--- src/common/smp_pkg.sv ---
// Shared constants, types and keyword tree for the program message parser
package smp_pkg;

  // ----------------------------------------------------------------
  // Character codes and sizes
  // ----------------------------------------------------------------
  localparam logic [7:0] CH_NL    = 8'h0A;
  localparam logic [7:0] CH_SPACE = 8'h20;
  localparam logic [7:0] CH_COLON = 8'h3A;
  localparam logic [7:0] CH_SEMI  = 8'h3B;
  localparam logic [7:0] CH_QUERY = 8'h3F;
  localparam int         KW_CHARS   = 12;
  localparam int         KW_COUNT   = 25;
  localparam int         FIFO_WIDTH = 9;
  localparam int         FIFO_DEPTH = 8;

  // ----------------------------------------------------------------
  // Reset values, error queue limit and status byte layout
  // ----------------------------------------------------------------
  localparam logic [4:0] ROOT_NODE     = 5'h00;
  localparam logic [2:0] ERR_QUEUE_MAX = 3'h7;
  localparam int         STB_ERR_BIT   = 3;
  localparam int         STB_MAV_BIT   = 4;

  typedef enum logic [1:0] {SMP_ERR_HEADER, SMP_ERR_SEPARATOR, SMP_ERR_PARAM} smp_err_t;

  // Long form, parent node, optional flag, long-form-only flag
  typedef struct packed {
    logic [KW_CHARS*8-1:0] name;
    logic [4:0]            parent;
    logic                  opt;
    logic                  long_only;
  } smp_kw_t;

  // ----------------------------------------------------------------
  // Command tree; entry 0 is the root and never matches
  // ----------------------------------------------------------------
  localparam smp_kw_t KW_TABLE [KW_COUNT] = '{
    '{96'h0,           5'h00, 1'b0, 1'b0},
    '{"ABORT",         5'h00, 1'b0, 1'b0},
    '{"CALIBRATE",     5'h00, 1'b0, 1'b0},
    '{"DISPLAY",       5'h00, 1'b0, 1'b0},
    '{"INITIATE",      5'h00, 1'b0, 1'b0},
    '{"LIST",          5'h00, 1'b0, 1'b0},
    '{"MEASURE",       5'h00, 1'b0, 1'b0},
    '{"OUTPUT",        5'h00, 1'b0, 1'b0},
    '{"SOURCE",        5'h00, 1'b1, 1'b0},
    '{"STATUS",        5'h00, 1'b0, 1'b0},
    '{"SYSTEM",        5'h00, 1'b0, 1'b0},
    '{"TRIGGER",       5'h00, 1'b0, 1'b0},
    '{"VOLTAGE",       5'h08, 1'b0, 1'b0},
    '{"CURRENT",       5'h08, 1'b0, 1'b0},
    '{"FUNCTION",      5'h08, 1'b0, 1'b0},
    '{"OPERATION",     5'h09, 1'b0, 1'b0},
    '{"PRESET",        5'h09, 1'b0, 1'b1},
    '{"QUESTIONABLE",  5'h09, 1'b0, 1'b0},
    '{"CONDITION",     5'h0F, 1'b0, 1'b0},
    '{"ENABLE",        5'h0F, 1'b0, 1'b0},
    '{"EVENT",         5'h0F, 1'b0, 1'b0},
    '{"VOLTAGE",       5'h06, 1'b0, 1'b0},
    '{"CURRENT",       5'h06, 1'b0, 1'b0},
    '{"LEVEL",         5'h0C, 1'b0, 1'b0},
    '{"ERROR",         5'h0A, 1'b0, 1'b0}
  };

endpackage

--- src/rtl/smp_parser.sv ---
// Program message parser with its input character FIFO
// Contract
// - Newline 0x0A alone ends a message
// - Character with line_end_strobe ends message
// - Short form: whole, first four, or three
// - Only exact short or long forms match
// - Keyword matching ignores letter case
// - Designated keywords accept long form only
// - Colon separator moves one level deeper
// - Question mark after keyword makes query
// - Parameter follows single space after header
// - Semicolon separates message units
// - Leading colon resets path to root
// - Terminator or root specifier returns root
// - Next unit resolves at previous separator level
// - Optional keywords may be omitted
// - Root accepts only listed branch keywords
// - Status bit 3 set while errors queued
// - Status bit 4 set when response waits
`timescale 1ns/1ns

// ------------------------------------------------------------------
// Character FIFO
// ------------------------------------------------------------------
module smp_fifo #(
  parameter int WIDTH = 9,
  parameter int DEPTH = 8
) (
  input  wire logic             mclk,
  input  wire logic             rst,
  input  wire logic             in_valid,
  input  wire logic [WIDTH-1:0] in_data,
  output logic                  in_ready,
  output logic                  out_valid,
  output logic      [WIDTH-1:0] out_data,
  input  wire logic             out_ready
);
  localparam int AW = $clog2(DEPTH);
  typedef struct packed {
    logic [DEPTH-1:0][WIDTH-1:0] mem;
    logic [AW-1:0]               rd;
    logic [AW-1:0]               wr;
    logic [AW:0]                 cnt;
    logic                        rdy;
  } smp_fifo_t;

  smp_fifo_t s;
  smp_fifo_t next_s;
  logic      push;
  logic      pop;

  assign push      = in_valid && s.rdy;
  assign pop       = out_valid && out_ready;
  assign in_ready  = s.rdy;
  assign out_valid = s.cnt != '0;
  assign out_data  = s.mem[s.rd];

  always_comb
  begin
    next_s = s;
    if (push)
    begin
      next_s.mem[s.wr] = in_data;
      next_s.wr        = s.wr + 1'b1;
    end
    if (pop)
      next_s.rd = s.rd + 1'b1;
    next_s.cnt = s.cnt + (AW+1)'(push) - (AW+1)'(pop);
    // Ready is registered from the next count, so it drops only once the FIFO holds DEPTH entries
    next_s.rdy = next_s.cnt < (AW+1)'(DEPTH);
  end

  always_ff @(posedge mclk)
    if (rst)
      s <= '0;
    else
      s <= next_s;
endmodule

// ------------------------------------------------------------------
// Parser
// ------------------------------------------------------------------
module smp_parser (
  input  wire logic       mclk,
  input  wire logic       rst,
  input  wire logic       char_valid,
  input  wire logic [7:0] char_data,
  input  wire logic       line_end_strobe,
  output logic            char_ready,
  output logic            tok_valid,
  input  wire logic       tok_ready,
  output logic            tok_is_param,
  output logic      [4:0] tok_node,
  output logic            tok_query,
  output logic      [7:0] tok_data,
  output logic            err_pulse,
  output logic      [1:0] err_code,
  input  wire logic       err_ack,
  input  wire logic       resp_taken,
  output logic      [7:0] status_byte,
  output logic      [4:0] path_level
);
  typedef enum logic [2:0] {S_START, S_KWSTART, S_KW, S_AFTQ, S_PFIRST, S_PARAM,
                            S_DISCARD} smp_st_t;
  typedef struct packed {
    smp_st_t    st;
    logic [4:0] level;
    logic [95:0] kbuf;
    logic [3:0] klen;
    logic       tok_valid;
    logic       tok_is_param;
    logic [4:0] tok_node;
    logic       tok_query;
    logic [7:0] tok_data;
    logic       err_pulse;
    logic [1:0] err_code;
    logic [2:0] err_cnt;
    logic       mav;
    logic [7:0] stb;
  } smp_state_t;

  smp_state_t s;
  smp_state_t next_s;
  logic       f_valid;
  logic [8:0] f_data;
  logic       pop;
  logic [7:0] ch;
  logic       term;
  logic       letter;
  logic       hit;
  logic [4:0] hit_idx;
  logic       raise;
  logic [1:0] raise_code;

  smp_fifo #(.WIDTH(smp_pkg::FIFO_WIDTH), .DEPTH(smp_pkg::FIFO_DEPTH)) u_fifo (
    .mclk      (mclk),
    .rst       (rst),
    .in_valid  (char_valid),
    .in_data   ({line_end_strobe, char_data}),
    .in_ready  (char_ready),
    .out_valid (f_valid),
    .out_data  (f_data),
    .out_ready (pop)
  );

  function automatic logic is_vowel(logic [7:0] c);
    return c == 8'h41 || c == 8'h45 || c == 8'h49 || c == 8'h4F || c == 8'h55;
  endfunction

  function automatic logic kw_match(smp_pkg::smp_kw_t e, logic [95:0] b, logic [3:0] n);
    int   l;
    int   sl;
    int   sh;
    logic ok;
    l = 0;
    for (int j = 0; j < smp_pkg::KW_CHARS; j++)
      if (e.name[j*8 +: 8] != 8'h00)
        l = j + 1;
    if (l <= 4)
      sl = l;
    else if (is_vowel(e.name[(l-4)*8 +: 8]))
      sl = 3;
    else
      sl = 4;
    ok = (n != 4'h0) && ((int'(n) == l) || (int'(n) == sl && !e.long_only));
    sh = (int'(n) == l) ? 0 : l - sl;
    for (int j = 0; j < smp_pkg::KW_CHARS; j++)
      if (j < int'(n))
      begin
        if (b[j*8 +: 8] != e.name[(j+sh)*8 +: 8])
          ok = 1'b0;
      end
    return ok;
  endfunction

  // Drain stalls only while an undelivered token is waiting
  assign pop    = f_valid && (!s.tok_valid || tok_ready);
  assign ch     = f_data[7:0];
  assign term   = f_data[8] || ch == smp_pkg::CH_NL;
  assign letter = (ch >= 8'h41 && ch <= 8'h5A) || (ch >= 8'h61 && ch <= 8'h7A);

  // All entries but the root compared in parallel so a lookup never costs extra cycles
  always_comb
  begin
    smp_pkg::smp_kw_t e;
    smp_pkg::smp_kw_t p;
    e       = '0;
    p       = '0;
    hit     = 1'b0;
    hit_idx = smp_pkg::ROOT_NODE;
    for (int i = smp_pkg::KW_COUNT - 1; i > 0; i--)
    begin
      e = smp_pkg::KW_TABLE[i];
      p = smp_pkg::KW_TABLE[e.parent];
      if (kw_match(e, s.kbuf, s.klen) &&
          (e.parent == s.level || (p.opt && p.parent == s.level)))
      begin
        hit     = 1'b1;
        hit_idx = 5'(i);
      end
    end
  end

  always_comb
  begin
    next_s           = s;
    raise            = 1'b0;
    raise_code       = 2'(smp_pkg::SMP_ERR_HEADER);
    next_s.tok_valid = s.tok_valid && !tok_ready;
    next_s.err_pulse = 1'b0;
    if (err_ack && s.err_cnt != 3'h0)
      next_s.err_cnt = s.err_cnt - 3'h1;
    if (resp_taken)
      next_s.mav = 1'b0;
    if (s.tok_valid && tok_ready && !s.tok_is_param && s.tok_query)
      next_s.mav = 1'b1;
    if (pop)
    begin
      case (s.st)
        S_START, S_KWSTART:
          if (letter)
          begin
            next_s.kbuf = {88'h0, ch & 8'hDF};
            next_s.klen = 4'h1;
            next_s.st   = S_KW;
          end
          else if (ch == smp_pkg::CH_COLON && s.st == S_START && !term)
          begin
            next_s.level = smp_pkg::ROOT_NODE;
            next_s.st    = S_KWSTART;
          end
          else if (!(term && s.st == S_START))
          begin
            raise      = 1'b1;
            raise_code = 2'(smp_pkg::SMP_ERR_SEPARATOR);
          end
        S_KW:
          if (letter && !term)
          begin
            if (s.klen == 4'(smp_pkg::KW_CHARS))
              raise = 1'b1;
            next_s.kbuf = {s.kbuf[87:0], ch & 8'hDF};
            next_s.klen = s.klen + 4'h1;
          end
          else if (!hit || !(term || ch == smp_pkg::CH_COLON || ch == smp_pkg::CH_QUERY ||
                   ch == smp_pkg::CH_SPACE || ch == smp_pkg::CH_SEMI))
            raise = 1'b1;
          else if (ch == smp_pkg::CH_COLON && !term)
          begin
            next_s.level = hit_idx;
            next_s.st    = S_KWSTART;
          end
          else
          begin
            next_s.tok_valid    = 1'b1;
            next_s.tok_is_param = 1'b0;
            next_s.tok_node     = hit_idx;
            next_s.tok_query    = ch == smp_pkg::CH_QUERY && !term;
            next_s.tok_data     = 8'h00;
            if (ch == smp_pkg::CH_QUERY && !term)
              next_s.st = S_AFTQ;
            else if (ch == smp_pkg::CH_SPACE && !term)
              next_s.st = S_PFIRST;
            else
              next_s.st = S_START;
          end
        S_AFTQ:
          if (ch == smp_pkg::CH_SPACE && !term)
            next_s.st = S_PFIRST;
          else if (ch == smp_pkg::CH_SEMI || term)
            next_s.st = S_START;
          else
          begin
            raise      = 1'b1;
            raise_code = 2'(smp_pkg::SMP_ERR_SEPARATOR);
          end
        S_PFIRST, S_PARAM:
          if (s.st == S_PFIRST && (term || ch == smp_pkg::CH_SEMI || ch == smp_pkg::CH_SPACE))
          begin
            raise      = 1'b1;
            raise_code = 2'(smp_pkg::SMP_ERR_PARAM);
          end
          else if (ch == smp_pkg::CH_SEMI || term)
            next_s.st = S_START;
          else
          begin
            next_s.tok_valid    = 1'b1;
            next_s.tok_is_param = 1'b1;
            next_s.tok_node     = s.tok_node;
            next_s.tok_query    = 1'b0;
            next_s.tok_data     = ch;
            next_s.st           = S_PARAM;
          end
        S_DISCARD:
          next_s.st = S_DISCARD;
        default:
          next_s.st = S_START;
      endcase
      if (raise)
      begin
        next_s.st        = S_DISCARD;
        next_s.level     = smp_pkg::ROOT_NODE;
        next_s.err_pulse = 1'b1;
        next_s.err_code  = raise_code;
        if (next_s.err_cnt != smp_pkg::ERR_QUEUE_MAX)
          next_s.err_cnt = next_s.err_cnt + 3'h1;
      end
      if (term)
      begin
        next_s.st    = S_START;
        next_s.level = smp_pkg::ROOT_NODE;
      end
    end
    // Built from next values so the status byte leaves a flip-flop yet keeps its timing
    next_s.stb                       = 8'h00;
    next_s.stb[smp_pkg::STB_ERR_BIT] = next_s.err_cnt != 3'h0;
    next_s.stb[smp_pkg::STB_MAV_BIT] = next_s.mav;
  end

  always_ff @(posedge mclk)
    if (rst)
      s <= '{st: S_START, level: smp_pkg::ROOT_NODE, default: '0};
    else
      s <= next_s;

  // ------------------------------------------------------------------
  // Outputs
  // ------------------------------------------------------------------
  assign tok_valid    = s.tok_valid;
  assign tok_is_param = s.tok_is_param;
  assign tok_node     = s.tok_node;
  assign tok_query    = s.tok_query;
  assign tok_data     = s.tok_data;
  assign err_pulse    = s.err_pulse;
  assign err_code     = s.err_code;
  assign path_level   = s.level;
  assign status_byte  = s.stb;

  // ------------------------------------------------------------------
  // Checks
  // ------------------------------------------------------------------
  a_nl_term_root: assert property (@(posedge mclk) disable iff (rst)
    pop && ch == smp_pkg::CH_NL |=> s.st == S_START && s.level == smp_pkg::ROOT_NODE)
    else $error("newline did not end message");
  a_strobe_term: assert property (@(posedge mclk) disable iff (rst)
    pop && f_data[8] |=> s.st == S_START && s.level == smp_pkg::ROOT_NODE)
    else $error("line end strobe did not end message");
  a_root_spec: assert property (@(posedge mclk) disable iff (rst)
    pop && !term && s.st == S_START && ch == smp_pkg::CH_COLON
    |=> s.level == smp_pkg::ROOT_NODE && s.st == S_KWSTART)
    else $error("root specifier did not reset path");
  a_sep_deeper: assert property (@(posedge mclk) disable iff (rst)
    pop && !term && s.st == S_KW && hit && ch == smp_pkg::CH_COLON
    |=> s.level == $past(hit_idx))
    else $error("separator did not move path down");
  a_query_mark: assert property (@(posedge mclk) disable iff (rst)
    pop && !term && s.st == S_KW && hit && ch == smp_pkg::CH_QUERY
    |=> s.tok_valid && s.tok_query && s.st == S_AFTQ)
    else $error("query mark not flagged");
  a_sibling_level: assert property (@(posedge mclk) disable iff (rst)
    pop && !term && s.st == S_KW && hit && ch == smp_pkg::CH_SEMI
    |=> s.level == $past(s.level) && s.st == S_START)
    else $error("unit separator changed path");
  a_bad_kw_err: assert property (@(posedge mclk) disable iff (rst)
    pop && !term && s.st == S_KW && !letter && !hit
    |=> s.err_pulse && s.st == S_DISCARD && status_byte[smp_pkg::STB_ERR_BIT])
    else $error("unknown keyword not reported");
  // A willing consumer keeps the input open only if every character costs one cycle
  a_drain_live: assert property (@(posedge mclk) disable iff (rst)
    tok_ready |=> char_ready)
    else $error("parser stalled on a character");
  a_mav_set: assert property (@(posedge mclk) disable iff (rst)
    s.tok_valid && tok_ready && !s.tok_is_param && s.tok_query
    |=> status_byte[smp_pkg::STB_MAV_BIT])
    else $error("response flag not set after query");
endmodule

--- config.mk ---
export PLATFORM = sky130hd
export DESIGN_NAME = smp_parser
export DESIGN_NICKNAME = d
export VERILOG_FILES = /design/src/common/smp_pkg.sv /design/src/rtl/smp_parser.sv
export SDC_FILE = /design/constraint.sdc
export NUM_CORES = 1
export LEC_CHECK = 0
export BUFFER_PORTS_ARGS = -buffer_cell sky130_fd_sc_hd__buf_2
export CAP_MARGIN = 20
export CORE_ASPECT_RATIO = 0.75
export CORE_UTILIZATION = 35
export DETAILED_ROUTE_END_ITERATION = 6
export GPL_ROUTABILITY_DRIVEN = 0
export GPL_TIMING_DRIVEN = 0
export PLACE_DENSITY = 0.52
export SLEW_MARGIN = 20
export SYNTH_ARGS = -nofsm -noshare
export SYNTH_HDL_FRONTEND = slang
export SYNTH_SLANG_ARGS = --single-unit
--- constraint.sdc ---
create_clock -name mclk -period 10.9 [get_ports mclk]
set_clock_uncertainty 0.1 [all_clocks]
set_input_delay 0 -clock mclk [delete_from_list [all_inputs] [get_ports mclk]]
set_output_delay 0 -clock mclk [all_outputs]
set_load 0.1 [all_outputs]
### After elaboration in Yosys (flattened, before gate mapping)

Cells that the tools add are included.

* register bits: 222
* output and inout port bits: 33
* logic and storage cells: 1439
* bits of input ports: 15

* reductions and logical operators: 104
* add/sub/neg operators: 95
* mux-type cells: 638
* magnitude comparators: 20
* bitwise gates (word level): 5
* eq/ne operators: 298
* shift operators: 252

Operator list (count)
* $shiftx A96 B32 Y8 const A: 136
* $shiftx A96 B8 Y8 const A: 48
* $shiftx A96 B9 Y8 const A: 44
* $ne A8 B8 Y1: 252
* $shiftx A96 B7 Y8 const A: 18
* $mux W1: 568
* $shiftx A96 B6 Y8 const A: 5
* $pmux W105 S2: 1
* $mux W100: 2
* $mux W5: 26
* $shiftx A96 B5 Y8 const A: 1
* $add A5 B29 Y29 const A: 3
* $mux W16: 5
* $bwmux W72: 1
* $reduce_bool A8 Y1: 8
* $add A4 B2 Y5 const A: 12
* $add A4 B3 Y5 const A: 12
* $logic_and A1 B1 Y1: 53
* $add A3 B2 Y4 const A: 12
* $add A3 B3 Y4 const A: 12
* $mux W8: 5
* $mux W3: 13
* $eq A8 B6 Y1 const B: 4
* $ne A8 B7 Y1 const B: 4
* other kinds (63): 167

### Logic depth before layout (Yosys ltp)

Gate-level depths: netlist of run 1.

* word-level depth: 62
* mapped depth: 17
* gate-level depth less buffers: 12

### Modules after synthesis

Synthesis of run 1 repeated with hierarchy kept, for this count alone.

* cells, all modules: 2041
* area, all modules: 15661.3 µm²

By module, submodules not included
* smp_parser: area each 11723.7 µm², cells each 1688, sequential area each 2402.3 µm², instances 1
* smp_fifo: area each 3937.5 µm², cells each 353, sequential area each 1661.6 µm², instances 1

### Worst setup path after synthesis of run 1

OpenSTA, ideal clock, no wires.

* kind: reg2reg
* start: register s[32] (netlist name)
* end: register s[10] (netlist name)
* arrival: 3.371 ns
* setup slack: 7.357 ns
* clock period less this slack: 3.543 ns
* setup time: 0.072 ns
* stages on the path, launching flop included: 17
* cells stage by stage: dfxtp_1 > clkbuf_1 > inv_1 > ha_1 > buf_2 > nand3b_1 > buf_2 > buf_4 > mux2i_1 > nor3b_1 > a41oi_1 > nor4_1 > nor4_1 > nand4_2 > o31a_4 > nor3_4 > mux2i_1

* longest elaborated chain between the ends: 61
* elaborated cells on any way between the ends: 1225
* classes of those cells: 88 x add/sub; 12 x order compare; 261 x eq/ne; 252 x shift; 567 x mux; 45 x reduce/logical

RTL lines
* from (decl): line smp_parser.sv:122 `smp_state_t s;`
* from (signal assigned): line smp_parser.sv:324 `s <= next_s;`
* parallel branches: the longest is 56 deep, another holds $add A1 B2 Y3
* $mux W1 *: line smp_parser.sv:238 `if (letter && !term)`
* $pmux W1 S4 *: line smp_parser.sv:219 `case (s.st)`
* $mux W1 *: line smp_parser.sv:217 `if (pop)`
* $mux W6 *: line smp_parser.sv:299 `if (raise)`
* $mux W22 *: line smp_parser.sv:217

Mark *: on every way between the ends. The select of a mux whose other input is x is not followed.
A chain may end at the register's enable or synchronous reset.

### Worst setup path in the final report of run 1

* start: register s[32] (netlist name)
* end: register s, in the netlist tok_node[3]

* longest elaborated chain between the ends: 57
* elaborated cells on any way between the ends: 1247
* classes of those cells: 88 x add/sub; 12 x order compare; 260 x eq/ne; 252 x shift; 588 x mux; 1 x bitwise; 46 x reduce/logical

RTL lines
* parallel branches: the longest is 57 deep, another holds $add A1 B2 Y3

Parallel ways; which one is timed is not known. The select of a mux whose other input is x is not followed.

==> metrics, run 1 <==
multi-input gate area in the final layout roughly 0.011 mm²; Routed WL per cell about 25 µm; mean instance size in the synthesized netlist 7.67 µm²; design internal power around 1.5 mW; via count of the first global-routing pass 15.3k; worst-margin pin slew ~1.3 ns; number of hold violations in the final report 0; number of diodes added for antenna fixing 0; number of placed instances, taps included roughly 2.7k; clock share of power a little over a third; antenna violations before repair 1; Cell Chain, Critical Path clkbuf_1, inv_1, ha_1, buf_2, nand3b_1, buf_2, buf_4, mux2i_1, o21ai_0, nand3_1, nor4_1, nor2_1, nand3_1, o31ai_2, or3_1, a21oi_1; Yosys top cell by area dfxtp_1; number of buffer and inverter stages on the critical path 5; Max Root-Sink Buffers 3; Switching Share a little over a third; Flop pwr share a little over a third; Pwr Density approximately 130 mW/mm²; die boundary height between 150 and 200 µm; unrepaired setup endpoints after global routing false; CP max stage delay 1.00 ns; wire length of the first global-routing pass between 90000 and 100000 µm; max-slew violation count 0; Fmax achieved about 0.17 GHz; Sinks on Clock Net roughly 200; die span in x 247 µm; setup TNS after final layout 0 ns; Vias/cell 6.30; violated checks DRC; Yosys warnings 0; Detail Route Antenna Nets 0; overall fraction of global-route tracks in use between 20 and 30%; cell at the root of the clock tree clkbuf_16; number of instances in the synthesized netlist between 2k and 2.5k; Tmin final ~6.0 ns; number of DRC markers in iteration 0 2695; I/O Buffers 32; Final Non-Filler Cells 2724; WP data arrival roughly 6.3 ns; clock tree from TritonCTS built; CP max-delay cell o21ai_0; combined flip-flop and latch cell area about 0.004 mm²; total of flip-flops plus latches after synthesis 203; Routed WL roughly 67000 µm; top post-synthesis cells by count nand2_1 (260), dfxtp_1 (203), nor2_1 (196), mux2i_1 (162), a21oi_1 (137); number of library cell types mapped by synthesis 111; Hold Crit Class in -> reg; top fanout value on the critical path 10; combinational power share just under 30%; Detail Placement HPWL roughly 52000 µm; net switching power 801 µW; FFs w/ async S/R, synth 0%; crit path capture type register; area of the core approximately 0.044 mm²; number of buffers created by CTS 24; residual overflow from global routing 0; Post-synth EDFFs 0; largest net degree at the start of global routing 13; number of filler cells placed in the layout about 4.5k; Layout Nets 2163; part of the Yosys area used for sequential elements between 20% and 30%; max-cap violations 0; most instantiated library cell after synthesis nand2_1; maximum vdd ir drop between 100 and 150 µV; combined area of all synthesized cells roughly 0.016 mm²; crit-path leading delay family buffers and inverters; number of top-level pins between 40 and 50; share of the synthesized area in the top cell type 25.8%; run status finished, violations left; starting utilization of the core area between 30% and 40%; DRC violations left 10; Pleak 6.43 nW; row cnt 66; CTS H-Tree Depth 1; number of post-CTS setup repair buffers 0; Clk pin slew, worst setup/hold paths 0.06 ns; Detailed Routing Iterations Pass 1 7; worst setup path category reg -> reg; Clk Latency, worst-skew pair around 0.55 ns; Layout area overhead 11.9%; final setup vio count 0; startpoint kind of the worst setup timing path register; most used flip-flop cell after synthesis dfxtp_1; via count of the routed design ~17k; top post-synthesis cells by area dfxtp_1 (26%), mux2i_1 (10%), nand2_1 (6.2%); Worst Hold Margin about 0.28 ns; endpoint required time on the critical path 11.27 ns; relative max-transition margin 10.3%; ratio of cells with drive above 1 in the final layout around 11%; post-route fraction of the period consumed by the critical path between 50% and 60%; Die Footprint between 0.04 and 0.05 mm²
[placed cells by master, fill, tap and decap left out, types with 14 or more instances in the layout]
cell type | netlist | final
clkbuf_1 | 123 | 127
or4_1 | 18 | 18
nand2b_1 | 16 | 16
nand3b_1 | 18 | 18
nor2b_1 | 35 | 35
buf_4 | 42 | 42
mux2i_1 | 162 | 162
clkbuf_16 | 0 | 25
mux4_2 | 20 | 20
dlygate4sd3_1 | 0 | 15
a31oi_1 | 24 | 24
buf_2 | 35 | 67
nor2_1 | 196 | 195
nor3b_1 | 27 | 27
or2_2 | 14 | 14
o41ai_1 | 18 | 17
nor3_1 | 66 | 66
inv_1 | 30 | 30
xnor2_1 | 26 | 26
nand2_1 | 260 | 260
nand4_1 | 34 | 34
nand3_1 | 67 | 67
dfxtp_1 | 203 | 203
and3_1 | 20 | 20
o21ai_0 | 48 | 48
and3b_1 | 21 | 21
a21oi_1 | 137 | 137
ha_1 | 15 | 15
and2_1 | 17 | 17
nor4_1 | 42 | 42
or3_1 | 38 | 38
[worst reg2reg max path, cell delays in order (launching register included)]
cell,delay (ns)
dfxtp_1,0.39
clkbuf_1,0.62
inv_1,0.27
ha_1,0.29
buf_2,0.23
nand3b_1,0.14
buf_2,0.41
buf_4,0.35
mux2i_1,0.12
o21ai_0,1.00
nand3_1,0.18
nor4_1,0.56
nor2_1,0.25
nand3_1,0.23
o31ai_2,0.14
or3_1,0.46
a21oi_1,0.17
[area by class of cell]
class | instances | area share (%)
Clock buffer | 35 | 4.10
Buffer | 217 | 6.05
Tap cell | 578 | 4.10
Clock inverter | 5 | 0.447
Inverter | 33 | 0.703
Sequential cell | 203 | 23.1
Multi-Input combinational cell | 1606 | 59.8
Timing Repair Buffer | 47 | 1.76
[metal layers]
metal | wire, µm | GRT usage [%]
met3 | 9370 | 10.3
met5 | 0 | 0
met4 | 2290 | 7.88
met1 | 31000 | 43.8
met2 | 24500 | 37.0
[metrics by stage]
step	cell area, µm²	total power [mW]	util [%]	setup WS [ns]
4_1_cts	17600	2.32	40.2	5.35
2_1_floorplan	15800	1.32	-	7.36
6_report	17600	2.31	40.2	4.94
3_5_place_dp	16700	1.48	38.0	5.42
5_1_grt	17600	2.42	40.2	4.99
3_3_place_gp	16700	1.47	38.0	5.34
[kinds of logic after synthesis]
group	share of synthesized area [%]
other	0.0238
DFF	25.8
AOI/OAI and AO/OA	17.1
muxes	14.0
buffers and inverters	7.55
and+or+nand+nor	32.6
xor gates and xnor gates	1.67
adders and majority gates	1.32
[path summary, 6_finish.rpt]
path	start	to	slack, ns	depth (start not counted)
max	s[32]	tok_node[3]	4.94	16
min	char_valid	u_fifo.s[6]	0.28	5
min reg2reg	s[125]	s[125]	0.36	2
max reg2reg	s[32]	tok_node[3]	4.94	16
[flip-flops by register name, indices dropped and copies added (netlist names)]
register         flops
err_code             2
tok_data             8
path_level           5
s                   95
status_byte          1
tok_is_param         1
u_fifo.s            82
tok_query            1
tok_valid            1
u_fifo.in_ready      1
tok_node             5
err_pulse            1
[power by group through the flow]
| stage | registers (mW) | logic [mW] | clock network (mW) |
|---|---|---|---|
| floorplan | 0.854 | 0.466 | 0 |
| global placement | 0.818 | 0.648 | 0 |
| detailed placement | 0.819 | 0.659 | 0 |
| CTS | 0.803 | 0.665 | 0.855 |
| global route | 0.806 | 0.728 | 0.884 |
| finish | 0.803 | 0.670 | 0.832 |
[what timing repair did]
item                                   CTS  global route
endpoints found under the hold margin   82             0
setup endpoints to repair                0             0
hold buffers                            15             0
gates resized for setup                  0             0
Power figures use the tool's default switching activity.
==> run 2: changes to the inputs <==
Settings changed: ABC_AREA set to 1, PLACE_DENSITY 0.52 to 0.54.
Clock period 10.9 ns to 5.35 ns, I/O delays scaled along.
==> metrics, run 2 <==
run status finished, violations left; violated checks DRC; leading cell type in the layout, fill and taps excluded nand2_1; CP max stage delay between 0.7 and 0.8 ns; area of the core approximately 0.041 mm²; final setup vio count 0; number of filler cells placed in the layout 4483; setup TNS after final layout 0 ns; top post-synthesis cells by count nand2_1 (570), nor2_1 (560), dfxtp_1 (203), inv_1 (200), o21ai_0 (179); Die Footprint around 0.042 mm²; top post-synthesis cells by area dfxtp_1 (28%), nand2_1 (15%), nor2_1 (14%); crit path capture type register; unrepaired setup endpoints after global routing false; Clk Latency, worst-skew pair 0.54 ns; register name with the most flops s; Crit path top cell by count nand2_1; Routed WL between 60000 and 70000 µm; die span in x 237 µm; number of instances in the synthesized netlist 2460; Yosys warnings 0; Tmin final 4.55 ns; most used flip-flop cell after synthesis dfxtp_1; maximum vdd ir drop 351 µV; mean instance size in the synthesized netlist 5.89 µm²; clock tree from TritonCTS built; combined flip-flop and latch cell area 0.00406 mm²; Worst Hold Margin between 0.03 and 0.04 ns; Cell Chain, Critical Path inv_1, ha_1, nand3_4, clkbuf_1, o21ai_0, o21ai_0, nand3_1, nor2_1, nand3_1, nand2_1, nor2_1, nand2_1, nor2_1, nand2_1, nand2_2, a21oi_1, o2111ai_1, buf_2, nand2_1, a21oi_1; relative max-transition margin approximately a third; worst-margin pin slew roughly 1 ns; number of top-level pins 48; part of the Yosys area used for sequential elements around 28%; Sinks on Clock Net slightly above 200; die boundary height roughly 180 µm; Hold Path Sink tok_node[3]; top fanout value on the critical path 10; number of post-CTS setup repair buffers 0; residual overflow from global routing 0; Max Root-Sink Buffers 3; FF-to-FF Start s[31]; worst setup path category reg -> reg; FFs w/ async S/R, synth 0%; Layout area overhead 12.6%; CTS H-Tree Depth 1; max-cap violations 0; largest net degree at the start of global routing 15; max-slew violation count 0; wire length of the first global-routing pass between 90000 and 100000 µm; endpoint of the worst register-to-register path tok_is_param; number of buffers created by CTS 24; number of diodes added for antenna fixing 0; Yosys top cell by area dfxtp_1; number of hold violations in the final report 0; post-route fraction of the period consumed by the critical path between 80% and 90%; launch point of the worst hold path rst; Detail Route Antenna Nets 0; flop2flop setup slack roughly 0.8 ns; Vias/cell 5.58; row cnt 64; Fmax achieved roughly 0.22 GHz; cell at the root of the clock tree clkbuf_16; number of library cell types mapped by synthesis 49; Detail Placement HPWL 46600 µm; antenna violations before repair 2; combined area of all synthesized cells around 0.015 mm²; DRC violations left 57; multi-input gate area in the final layout about 0.009 mm²; endpoint required time on the critical path around 5.7 ns; number of DRC markers in iteration 0 roughly 2.4k; total of flip-flops plus latches after synthesis ~200; Clk pin slew, worst setup/hold paths around 0.06 ns; starting utilization of the core area between 30% and 40%; depth of the most critical reg-to-reg path 20; Pwr Density between 400 and 500 mW/mm²; ratio of cells with drive above 1 in the final layout ~8.7%; I/O Buffers 32; Detailed Routing Iterations Pass 1 7; via count of the first global-routing pass 15.3k; Hold Crit Class in -> reg; critical path startpoint s[31]; Post-synth EDFFs 0; WP data arrival 4.85 ns; Hold Path Stages 3; post-route total power ~7.9 mW; overall fraction of global-route tracks in use 28.6%; top library cells by usage in the layout, fill and taps aside nand2_1 (570), nor2_1 (559), dfxtp_1 (203); startpoint kind of the worst setup timing path register; post-route core utilization about two fifths; most instantiated library cell after synthesis nand2_1; CP max-delay cell clkbuf_1; Pleak 7.53 nW; flip-flop count of the largest register, all copies and words added 95; Routed WL per cell roughly 20 µm; Layout Nets 2568; share of the synthesized area in the top cell type approximately 28%; via count of the routed design approximately 17k
[run 2: per-stage QoR]
stage / instance area [µm²] / cells / setup slack [ns]
after floorplan: 14500 / 2465 / 2.36
after global placement: 15300 / 3025 / 0.867
after detailed placement: 15300 / 3025 / 1.03
after CTS: 16300 / 3083 / 1.01
after global routing: 16300 / 3083 / 0.573
final: 16300 / 3083 / 0.798
[run 2: layout make-up]
class | instances | share of cell area [%]
multi-input combinational | 1877 | 53.5
sequential | 203 | 24.9
inverter | 231 | 5.32
buffer | 154 | 5.19
clock buffer | 31 | 4.21
tap | 528 | 4.05
timing repair buffer | 46 | 1.84
clock inverter | 13 | 0.981
[run 2: what timing repair did]
action	CTS	global route
hold endpoints to repair	81	0
hold buffers	14	0
resized for setup	0	0
[run 2: worst max-delay path: cells and delay by family, from the launching register on]
kind / cells / cell delay (ns)
simple gates: 11 / 1.34
compound gates: 5 / 1.00
buf+inv: 3 / 1.14
flops: 1 / 0.46
fa+ha+maj: 1 / 0.36
[run 2: worst max path at each step]
stage,end,slack (ns),cells after the start
floorplan,status_byte[3],2.36,24
global placement,status_byte[3],0.87,28
detailed placement,status_byte[3],1.03,23
CTS,status_byte[3],1.01,23
global route,status_byte[3],0.57,23
finish,tok_is_param,0.80,20
[run 2: report_power, final]
group | switching, mW | internal [mW] | total (mW)
registers | 0.199 | 1.76 | 1.96
clock network | 0.704 | 1.06 | 1.76
logic | 2.98 | 1.17 | 4.16
total | 3.89 | 3.99 | 7.87
[run 2: cell families (layout without fill, tap and decap cells)]
| family | count (synthesis) | in the layout | synth area share (%) |
|---|---|---|---|
| buf+inv | 385 | 475 | 11.8 |
| flops | 203 | 203 | 28.0 |
| simple gates | 1423 | 1423 | 40.9 |
| mux | 1 | 1 | 0.155 |
| other cells | 1 | 6 | 0.0259 |
| fa+ha+maj | 16 | 16 | 1.43 |
| xor+xnor | 34 | 34 | 2.05 |
| compound gates | 397 | 397 | 15.6 |
[run 2: routing by layer]
metal	track usage [%]	up-vias	routed length (µm)
li1	-	8084	-
met1	43.2	7913	29100
met2	37.7	1053	22300
met3	9.47	142	8200
met4	7.03	6	1740
met5	0	-	92
